==> src/rtl/rqcm_consts.svh <==
// Purpose: offsets, field positions, reset values and timing counts
// Assumes: byte addressing on the register port
// Notes: included by package users and the design modules
`ifndef RQCM_CONSTS_SVH
`define RQCM_CONSTS_SVH
`define RQCM_ADDR_W 20
`define RQCM_OFS_COUNT_LIMIT 20'h13094
`define RQCM_OFS_TIME 20'h13098
`define RQCM_OFS_CTRL 20'h13090
`define RQCM_OFS_IRQ_STATUS 20'h130a4
`define RQCM_OFS_IRQ_MASK 20'h130a8
`define RQCM_OFS_DECAY 20'h130ac
`define RQCM_CNT_LSB 0
`define RQCM_LIMIT_LSB 16
`define RQCM_PRESCALE_LSB 0
`define RQCM_FILL_THR_LSB 16
`define RQCM_EVT_MAX 16'hffff
`define RQCM_TIME_MAX 32'h0000ffff
`define RQCM_RESET_WORD 32'h00000000
`define RQCM_DECAY_DEFAULT 32'h00010000
`endif

==> src/rtl/rqcm_pkg.sv <==
// Purpose: shared types of the congestion monitor
// Assumes: nothing
// Notes: constants live in rqcm_consts.svh
package rqcm_pkg;
  // register selected by the port address
  typedef enum logic [2:0] {
    RQCM_SEL_NONE,
    RQCM_SEL_COUNT,
    RQCM_SEL_TIME,
    RQCM_SEL_CTRL,
    RQCM_SEL_STAT,
    RQCM_SEL_MASK,
    RQCM_SEL_DECAY
  } rqcm_sel_t;
endpackage

==> src/rtl/rqcm_time_counter.sv <==
// Purpose: congested time counter with prescaler
// Assumes: congested is a same-clock level
// Notes: saturates, clears on read, loadable for test
`timescale 1ns/100ps
`default_nettype none
`include "rqcm_consts.svh"
module rqcm_time_counter #(
  parameter int PRESCALE_W = 16
) (
  input wire logic clk,
  input wire logic rst,
  input wire logic congested,
  input wire logic [PRESCALE_W-1:0] prescale,
  input wire logic load,
  input wire logic [31:0] load_value,
  input wire logic read_clear,
  output logic [31:0] count
);
  // checked at elaboration: the prescale field must fit below the count
  if (PRESCALE_W < 1 || PRESCALE_W > 31) begin
    $error("rqcm_time_counter: bad PRESCALE_W");
  end
  logic [PRESCALE_W-1:0] tick; // congested cycles since the last step in this stretch
  logic [PRESCALE_W-1:0] next_tick;
  logic [31:0] next_count;
  logic step; // one prescaled period elapsed

  // prescaler and counter next values
  always_comb begin
    next_tick = tick;
    next_count = count;
    step = 1'b0;
    if (!congested || prescale == '0) begin
      next_tick = '0;
    end else if (tick + 1'b1 >= prescale) begin
      next_tick = '0;
      step = 1'b1;
    end else begin
      next_tick = tick + 1'b1;
    end
    if (load) begin
      next_count = load_value;
    end else if (read_clear) begin
      next_count = '0;
    end else if (step && prescale != '0 && count < `RQCM_TIME_MAX) begin
      next_count = count + 32'h00000001;
    end
  end

  // registers only
  always_ff @(posedge clk or posedge rst) begin
    if (rst) begin
      tick <= '0;
      count <= '0;
    end else begin
      tick <= next_tick;
      count <= next_count;
    end
  end

  a_time_saturates: assert property (@(posedge clk) disable iff (rst)
    !load && count == `RQCM_TIME_MAX && !read_clear |=> count == `RQCM_TIME_MAX)
    else $error("time counter left its ceiling");
  a_time_read_clr: assert property (@(posedge clk) disable iff (rst)
    read_clear && !load |=> count == 32'h00000000)
    else $error("time counter not cleared by read");
  a_time_off: assert property (@(posedge clk) disable iff (rst)
    prescale == '0 && !load && !read_clear |=> count == $past(count))
    else $error("time counter ran with zero prescale");
endmodule
`default_nettype wire

==> src/rtl/rqcm_monitor.sv <==
// Purpose: receive input-queue congestion monitor, one port
// Assumes: fill level and packet strobe come from same-clock logic
// Notes: plain register port, read data one cycle after the strobe
//        packet steps beat decay, software writes beat both
//        threshold codes 8 and up are treated as monitoring off
//
// Local design decision: the address-and-strobe port.
`timescale 1ns/100ps
`default_nettype none
`include "rqcm_consts.svh"
// Overview of operation
// - count packets received while fill exceeds threshold
// - event counter saturates at its maximum value
// - software may load both counters for test
// - writing one to status bit clears counter
// - zero event limit disables the event counter
// - decrement counter when decay interval passes unread
// - set interrupt status when count reaches limit
// - duration counter steps every N consecutive congested cycles
// - read returns duration value then clears it
// - zero prescale disables the duration counter
// - duration counter saturates at 0xffff
// - threshold n means fill n+1; zero disables
// - prescale one is every cycle, ffff 64k
module rqcm_monitor
  import rqcm_pkg::*;
#(
  parameter int FILL_W = 4,
  parameter logic [31:0] DECAY_DEFAULT = `RQCM_DECAY_DEFAULT
) (
  input wire logic clk,
  input wire logic rst,
  input wire logic [FILL_W-1:0] queue_fill,
  input wire logic packet_received,
  input wire logic [`RQCM_ADDR_W-1:0] addr,
  input wire logic [31:0] wdata,
  input wire logic wr,
  input wire logic rd,
  output logic [31:0] rdata,
  output logic inbound_congestion_irq,
  output logic congested
);
  // checked at elaboration: narrower fill cannot hold code 7 plus one
  if (FILL_W < 4 || FILL_W > 16) begin
    $error("rqcm_monitor: FILL_W must be 4..16");
  end

  // register words, all 32 bits wide:
  //   count word: limit in the upper half, event count in the lower half
  //   time word: congested time, a read returns it and clears it
  //   control word: prescale in the lower half, fill threshold above it
  //   status word: bit 0 sticky, a read clears it, writing one clears the count
  //   mask word: bit 0; decay word: interval in cycles, zero stops decay

  // control state
  logic [15:0] congestion_event_count; // saturating event count
  logic [15:0] congestion_event_limit; // interrupt limit, zero disables
  logic [15:0] congested_time_prescale; // cycles per duration step
  logic [3:0] fill_threshold; // queue fill threshold code
  logic irq_status; // sticky congestion event
  logic irq_mask; // one lets the event reach the pin
  logic [31:0] error_decay_interval; // decay interval in cycles
  logic [31:0] decay_timer; // cycles since the last interval ended
  logic count_read; // a read seen in the current interval
  logic [31:0] congested_time_count; // from the duration counter
  // next values, one per register above
  logic [15:0] next_event_count;
  logic [15:0] next_limit;
  logic [15:0] next_prescale;
  logic [3:0] next_fill_threshold;
  logic next_irq_status;
  logic next_irq_mask;
  logic [31:0] next_decay_interval;
  logic [31:0] next_decay_timer;
  logic next_count_read;
  logic [31:0] next_rdata;
  logic next_irq;
  logic next_congested;
  rqcm_sel_t sel; // decoded register
  logic cong_now; // fill above threshold code (at least code plus one)
  logic decay_due; // interval ended with no read

  // address decode
  // full match only, so a stray address can never alias onto a counter
  always_comb begin
    unique case (addr)
      `RQCM_OFS_COUNT_LIMIT: sel = RQCM_SEL_COUNT;
      `RQCM_OFS_TIME: sel = RQCM_SEL_TIME;
      `RQCM_OFS_CTRL: sel = RQCM_SEL_CTRL;
      `RQCM_OFS_IRQ_STATUS: sel = RQCM_SEL_STAT;
      `RQCM_OFS_IRQ_MASK: sel = RQCM_SEL_MASK;
      `RQCM_OFS_DECAY: sel = RQCM_SEL_DECAY;
      default: sel = RQCM_SEL_NONE;
    endcase
  end

  // congestion detect; code 8 and up is reserved and treated as off
  // fill is compared against the code plus one, at full width to avoid wrap
  always_comb begin
    cong_now = 1'b0;
    if (fill_threshold != 4'h0 && fill_threshold < 4'h8) begin
      cong_now = {{(16-FILL_W){1'b0}}, queue_fill} >= {12'h000, fill_threshold} + 16'h0001;
    end
  end

  // event counter, limit, decay and interrupt next values
  always_comb begin
    next_event_count = congestion_event_count;
    next_limit = congestion_event_limit;
    next_prescale = congested_time_prescale;
    next_fill_threshold = fill_threshold;
    next_irq_mask = irq_mask;
    next_decay_interval = error_decay_interval;
    next_count_read = count_read || (rd && sel == RQCM_SEL_COUNT);
    next_decay_timer = decay_timer + 32'h00000001;
    decay_due = 1'b0;
    // decay timer runs free; an interval that ends unread drains one count
    if (error_decay_interval != 32'h00000000 && decay_timer + 32'h00000001 >= error_decay_interval) begin
      next_decay_timer = '0;
      next_count_read = 1'b0;
      decay_due = !count_read && !(rd && sel == RQCM_SEL_COUNT);
    end
    // count step; limit zero freezes it
    // a packet beats a decay in one cycle, so a busy port never loses a count
    if (congestion_event_limit != 16'h0000) begin
      if (packet_received && cong_now) begin
        if (congestion_event_count != `RQCM_EVT_MAX) begin
          next_event_count = congestion_event_count + 16'h0001;
        end else begin
          next_event_count = `RQCM_EVT_MAX;
        end
      end else if (decay_due && congestion_event_count != 16'h0000) begin
        next_event_count = congestion_event_count - 16'h0001;
      end
    end
    // software writes override hardware steps
    if (wr) begin
      unique case (sel)
        RQCM_SEL_COUNT: begin
          next_event_count = wdata[`RQCM_CNT_LSB +: 16];
          next_limit = wdata[`RQCM_LIMIT_LSB +: 16];
        end
        RQCM_SEL_CTRL: begin
          next_prescale = wdata[`RQCM_PRESCALE_LSB +: 16];
          next_fill_threshold = wdata[`RQCM_FILL_THR_LSB +: 4];
        end
        RQCM_SEL_STAT: begin
          if (wdata[0]) begin
            next_event_count = 16'h0000;
          end
        end
        RQCM_SEL_MASK: next_irq_mask = wdata[0];
        RQCM_SEL_DECAY: next_decay_interval = wdata;
        default: ;
      endcase
    end
    // sticky status: read clears, a new hit wins over the clear
    // status can only drop once the count has fallen below the limit or the limit is zero
    next_irq_status = irq_status;
    if (rd && sel == RQCM_SEL_STAT) begin
      next_irq_status = 1'b0;
    end
    if (congestion_event_limit != 16'h0000 && congestion_event_count >= congestion_event_limit) begin
      next_irq_status = 1'b1;
    end
    next_irq = next_irq_status && next_irq_mask;
    next_congested = cong_now;
  end

  // read data mux, valid only in the cycle after rd
  // unmapped reads return zero, so a stray probe looks like an idle port
  always_comb begin
    next_rdata = 32'h00000000;
    if (rd) begin
      unique case (sel)
        RQCM_SEL_COUNT: next_rdata = {congestion_event_limit, congestion_event_count};
        RQCM_SEL_TIME: next_rdata = congested_time_count;
        RQCM_SEL_CTRL: next_rdata = {12'h000, fill_threshold, congested_time_prescale};
        RQCM_SEL_STAT: next_rdata = {31'h00000000, irq_status};
        RQCM_SEL_MASK: next_rdata = {31'h00000000, irq_mask};
        RQCM_SEL_DECAY: next_rdata = error_decay_interval;
        default: next_rdata = 32'h00000000;
      endcase
    end
  end

  // registers only
  // every output leaves a flip-flop, so decode glitches never reach a pin
  always_ff @(posedge clk or posedge rst) begin
    if (rst) begin
      // decay starts armed so an unattended count still drains
      congestion_event_count <= 16'(`RQCM_RESET_WORD);
      congestion_event_limit <= 16'h0000;
      congested_time_prescale <= 16'h0000;
      fill_threshold <= 4'h0;
      irq_status <= 1'b0;
      irq_mask <= 1'b0;
      error_decay_interval <= DECAY_DEFAULT;
      decay_timer <= 32'h00000000;
      count_read <= 1'b0;
      rdata <= 32'h00000000;
      inbound_congestion_irq <= 1'b0;
      congested <= 1'b0;
    end else begin
      congestion_event_count <= next_event_count;
      congestion_event_limit <= next_limit;
      congested_time_prescale <= next_prescale;
      fill_threshold <= next_fill_threshold;
      irq_status <= next_irq_status;
      irq_mask <= next_irq_mask;
      error_decay_interval <= next_decay_interval;
      decay_timer <= next_decay_timer;
      count_read <= next_count_read;
      rdata <= next_rdata;
      inbound_congestion_irq <= next_irq;
      congested <= next_congested;
    end
  end

  // duration counter runs on the registered congestion level
  // that costs one cycle of lag but keeps the prescaler off the raw fill input
  rqcm_time_counter #(
    .PRESCALE_W(16)
  ) u_time (
    .clk(clk),
    .rst(rst),
    .congested(congested),
    .prescale(congested_time_prescale),
    .load(wr && sel == RQCM_SEL_TIME),
    .load_value(wdata),
    .read_clear(rd && sel == RQCM_SEL_TIME),
    .count(congested_time_count)
  );

  a_evt_increment: assert property (@(posedge clk) disable iff (rst)
    packet_received && cong_now && !wr && congestion_event_limit != 16'h0000
    && congestion_event_count != `RQCM_EVT_MAX
    |=> congestion_event_count == $past(congestion_event_count) + 16'h0001)
    else $error("event count did not step");
  a_evt_saturate: assert property (@(posedge clk) disable iff (rst)
    congestion_event_count == `RQCM_EVT_MAX && !wr && !decay_due
    |=> congestion_event_count == `RQCM_EVT_MAX)
    else $error("event count wrapped");
  a_evt_write: assert property (@(posedge clk) disable iff (rst)
    wr && sel == RQCM_SEL_COUNT |=> congestion_event_count == $past(wdata[15:0]))
    else $error("event count write lost");
  a_evt_clear: assert property (@(posedge clk) disable iff (rst)
    wr && sel == RQCM_SEL_STAT && wdata[0] |=> congestion_event_count == 16'h0000)
    else $error("status write did not clear count");
  a_evt_disabled: assert property (@(posedge clk) disable iff (rst)
    congestion_event_limit == 16'h0000 && !wr
    |=> congestion_event_count == $past(congestion_event_count))
    else $error("event count ran with zero limit");
  a_evt_decay: assert property (@(posedge clk) disable iff (rst)
    decay_due && !wr && !(packet_received && cong_now) && congestion_event_limit != 16'h0000
    && congestion_event_count != 16'h0000
    |=> congestion_event_count == $past(congestion_event_count) - 16'h0001)
    else $error("event count did not decay");
  a_irq_raise: assert property (@(posedge clk) disable iff (rst)
    congestion_event_limit != 16'h0000 && congestion_event_count >= congestion_event_limit
    |=> irq_status && (inbound_congestion_irq == irq_mask))
    else $error("limit reached without interrupt");
  a_read_time: assert property (@(posedge clk) disable iff (rst)
    rd && sel == RQCM_SEL_TIME |=> rdata == $past(congested_time_count))
    else $error("duration read returned wrong value");
  a_fill_thresh: assert property (@(posedge clk) disable iff (rst)
    fill_threshold == 4'h0 |-> !cong_now)
    else $error("congestion with monitoring off");
  c_irq_fires: cover property (@(posedge clk) disable iff (rst) inbound_congestion_irq);
  c_evt_saturated: cover property (@(posedge clk) disable iff (rst)
    congestion_event_count == `RQCM_EVT_MAX);
  c_decay_step: cover property (@(posedge clk) disable iff (rst) decay_due);
  c_time_read: cover property (@(posedge clk) disable iff (rst)
    rd && sel == RQCM_SEL_TIME && congested_time_count != 32'h00000000);
  // guards below exclude the software paths that legally override hardware,
  // so a firing means the hardware step itself went wrong
  a_status_sticky: assert property (@(posedge clk) disable iff (rst)
    irq_status && !(rd && sel == RQCM_SEL_STAT)
    |=> irq_status)
    else $error("status bit dropped without a read");
  a_status_read: assert property (@(posedge clk) disable iff (rst)
    rd && sel == RQCM_SEL_STAT
    && !(congestion_event_limit != 16'h0000 && congestion_event_count >= congestion_event_limit)
    |=> !irq_status)
    else $error("status read did not clear the bit");
  a_irq_masked: assert property (@(posedge clk) disable iff (rst)
    !irq_mask
    |-> !inbound_congestion_irq)
    else $error("masked event reached the pin");
  a_cong_on: assert property (@(posedge clk) disable iff (rst)
    fill_threshold != 4'h0 && fill_threshold < 4'h8 && queue_fill > fill_threshold
    |=> congested)
    else $error("fill above threshold not flagged");
  a_cong_off: assert property (@(posedge clk) disable iff (rst)
    queue_fill <= fill_threshold
    |=> !congested)
    else $error("fill below threshold flagged");
  a_decay_off: assert property (@(posedge clk) disable iff (rst)
    error_decay_interval == 32'h00000000
    |-> !decay_due)
    else $error("decay with interval zero");
  a_decay_floor: assert property (@(posedge clk) disable iff (rst)
    congestion_event_count == 16'h0000 && !wr && !(packet_received && cong_now)
    |=> congestion_event_count == 16'h0000)
    else $error("event count wrapped below zero");
  a_limit_write: assert property (@(posedge clk) disable iff (rst)
    wr && sel == RQCM_SEL_COUNT
    |=> congestion_event_limit == $past(wdata[31:16]))
    else $error("limit write lost");
  c_status_read: cover property (@(posedge clk) disable iff (rst)
    rd && sel == RQCM_SEL_STAT && irq_status);
endmodule
`default_nettype wire

==> config.mk <==
export PLATFORM = sky130hd
export DESIGN_NAME = rqcm_monitor
export DESIGN_NICKNAME = d
export VERILOG_FILES = /design/src/rtl/rqcm_pkg.sv /design/src/rtl/rqcm_time_counter.sv /design/src/rtl/rqcm_monitor.sv
export VERILOG_INCLUDE_DIRS = /design/src /design/src/rtl
export SDC_FILE = /design/constraint.sdc
export NUM_CORES = 1
export LEC_CHECK = 0
export BUFFER_PORTS_ARGS = -buffer_cell sky130_fd_sc_hd__buf_2
export CORE_ASPECT_RATIO = 0.6
export CORE_UTILIZATION = 66
export DETAILED_ROUTE_END_ITERATION = 12
export PLACE_DENSITY = 0.87
export SLEW_MARGIN = 20
export SYNTH_ARGS = -nofsm -noshare
export SYNTH_HDL_FRONTEND = slang
export SYNTH_SLANG_ARGS = --single-unit
==> constraint.sdc <==
create_clock -name clk -period 11.5 [get_ports clk]
set_input_delay 1.725 -clock clk [delete_from_list [all_inputs] [get_ports clk]]
set_output_delay 1.725 -clock clk [all_outputs]
set_load 0.02 [all_outputs]
==> summary.txt <==
CTS Sinks - 201
Root buffer selected by CTS - clkbuf_16
Top cell type's share of synthesized area - 42.0%
Crit-path cells - and4_1, nand3_1, nor4_1, and4_1, and3_1, nand4_1, xnor2_1, ha_1, nand4_1, nor3_1, a221oi_1, a31oi_1, o21a_1, a21oi_1, a2111oi_0, a211o_1
Worst Hold Class - reg -> reg
Post-CTS setup buffers - 0
#FFs+latches synth - 201
Post-layout util - 75.8%
CP startpoint - decay_timer[3]
Vias per cell - 6.90
Post-synth top flop - dfrtp_1
Kind of critical path - reg -> reg
Full die area - 18600 um^2
Tot Pwr - 1.77 mW
Fin. Hold Viols - 0
Syn. warnings - 0
RSZ-0062 raised after global routing - no
Async SR Flop Fraction - 100%
Post-layout min period - 5.27 ns
Setup crit end kind - flip-flop
Leak - 6.40 nW
Total vias in the final route - 10971
Reg2Reg Depth - 16
WL final - 36.7 mm
Top post-synthesis cells by area - dfrtp_1 42%, ha_1 8.0%, nand2_1 4.4%
PortBufs - 94
Post-route cell area - 13200 um^2
Die width - 175 um
Drt wl/cell - 23.1 um
Share of cells above drive strength 1 - 13.0%
Final Net Count - 1478
Setup crit start kind - flip-flop
Placed cells - 1552
Most common cell in the netlist - dfrtp_1
Net Count, Synth - 1409
CP Depth - 16
Hold path cells - 1
Critical path peak fanout - 19
Distinct cells, synth - 77
Hold path startpoint - decay_timer[0]
Clk buf depth - 3
Accumulated negative setup slack - 0 ns
Dpl cell area - 12500 um^2
Post-synth EDFFs - 0
Starting density of the core - 68.5%
Post-Layout Cell Count - 1589
Crit-path leading delay family - compound AO/OA/AOI/OAI gates
Worst-margin pin slew - 1.07 ns
Post-synthesis sequential area ratio - 42.2%
Antenna cells - 0
R2R Setup Slk - 6.23 ns
DRC errors left - 0
Status - finished, final reports clean
MaxCap Viol Count - 0
Cts bufs inserted - 21
Maximum VDD drop - 113 uV
Total track usage - 40.3%
WHS Endpoint - decay_timer[0]
Cells after synthesis - 1272
Clk slew on worst S/H paths - 0.06 ns
Final Setup Violations - 0
Fin crit share - 45.8%
WP data required - 11.94 ns
Post-synth top cells - 200 x dfrtp_1, 139 x nand2_1, 99 x a21oi_1
Worst r2r dst - congestion_event_count[2]
Number of global-route vias before repair - 10490
Max Fclk - 190 MHz
Max incr delay on CP - 0.75 ns
Worst-skew pair later-pin latency - 0.51 ns
Slew Viols, Final - 0
CTS Hold Bufs - 0
P&R area growth vs syn - 10.8%
Leading area contributor after synthesis - dfrtp_1
CTS H-Tree Depth - 1
Largest net degree at the start of global routing - 130
DR pass1 iterations - 10
Post-DP HPWL - 26.1 mm
Final GP Congestion - 1.02
# resized after CTS - 0
TritonCTS clock tree - yes
Final setup margin - 6.23 ns
R2r startpoint - decay_timer[3]
Post-place setup slack - 6.11 ns
Initial antenna violation count - 1
Slew HR - 28.5%
Core Region - 17400 um^2
CP max-delay cell - o21a_1
Chip height - 106 um
Global route total overflow - 0
Row count - 37
WHS - 0.510 ns
DRT antenna net count - 0
Cell area after synthesis - 11900 um^2
Clock Skew - 0.0189 ns
Total power per unit cell area - 134 nW/um^2
Bufs and invs on worst path - 0
CP arrival - 5.70 ns
Ports - 95
Synthesized area per cell - 9.37 um^2
DR iter-0 viols - 1630
First-pass GRT wire length - 57.8 mm
-- final cells by class --
| cell class | instances | area, um^2 |
|---|---|---|
| Fill cell | 1256 | 4210 |
| Clock inverter | 9 | 129 |
| Timing Repair Buffer | 106 | 561 |
| Inverter | 86 | 330 |
| Tap cell | 234 | 293 |
| Clock buffer | 28 | 602 |
| Sequential cell | 201 | 5030 |
| Multi-Input combinational cell | 925 | 6250 |
-- layout by cell type (no fill, tap or decap), types with 14 or more instances in the layout --
master,count
a21oi_1,99
nand4_1,28
o21ai_0,71
xnor2_1,31
nor3_1,14
ha_1,76
a21o_1,18
nand2_1,139
and2_1,36
nand3_1,52
xor2_1,21
a222oi_1,32
dfrtp_1,200
inv_1,85
nor2_1,65
buf_2,94
nor4_1,26
and3_1,33
mux2_1,30
clkbuf_16,21
-- metal layers --
layer  wire length, um  track usage [%]  part of all wire (%)  up-vias
met5                16                0                 0.044        -
met4              1430             14.0                   3.9        2
met2             15200             58.0                    41      814
met1             14900             59.9                    41     5252
met3              5110             9.05                    14      137
li1                  -                -                     -     4766
-- worst max path at each step --
stage | to | slack [ns]
4_1_cts | congestion_event_count[2] | 6.43
2_1_floorplan | congested | 4.29
5_1_grt | congestion_event_count[2] | 6.00
6_report | congestion_event_count[2] | 6.23
3_3_place_gp | congested_time_prescale[0] | 6.23
3_5_place_dp | congested_time_prescale[0] | 6.11
-- sequential cells by signal (all words and copies together), names as in the netlist --
register and count:
u_time.count 32, congested 1, error_decay_interval 32, congested_time_prescale 16, count_read 1, congestion_event_count 16, inbound_congestion_irq 1, decay_timer 32
fill_threshold 4, u_time.tick 16, irq_mask 1, irq_status 1, rdata 32, congestion_event_limit 16
-- cells by family (layout without fill, tap and decap cells) --
kind of cell	after synthesis	count (layout)	share of synthesized area, %
xor+xnor	52	52	3.82
buf+inv	146	229	5.41
fa+ha+maj	76	76	7.98
simple gates	453	453	20.2
mux	40	40	3.74
compound gates	304	304	16.6
flops	201	201	42.2
-- power breakdown --
group,internal [mW],switching [mW],leakage (nW),total (mW)
Clock,0.437,0.304,0.361,0.740
Combinational,0.0888,0.123,3.47,0.212
Sequential,0.733,0.0810,2.56,0.814
(Power assumes the default switching activity.)
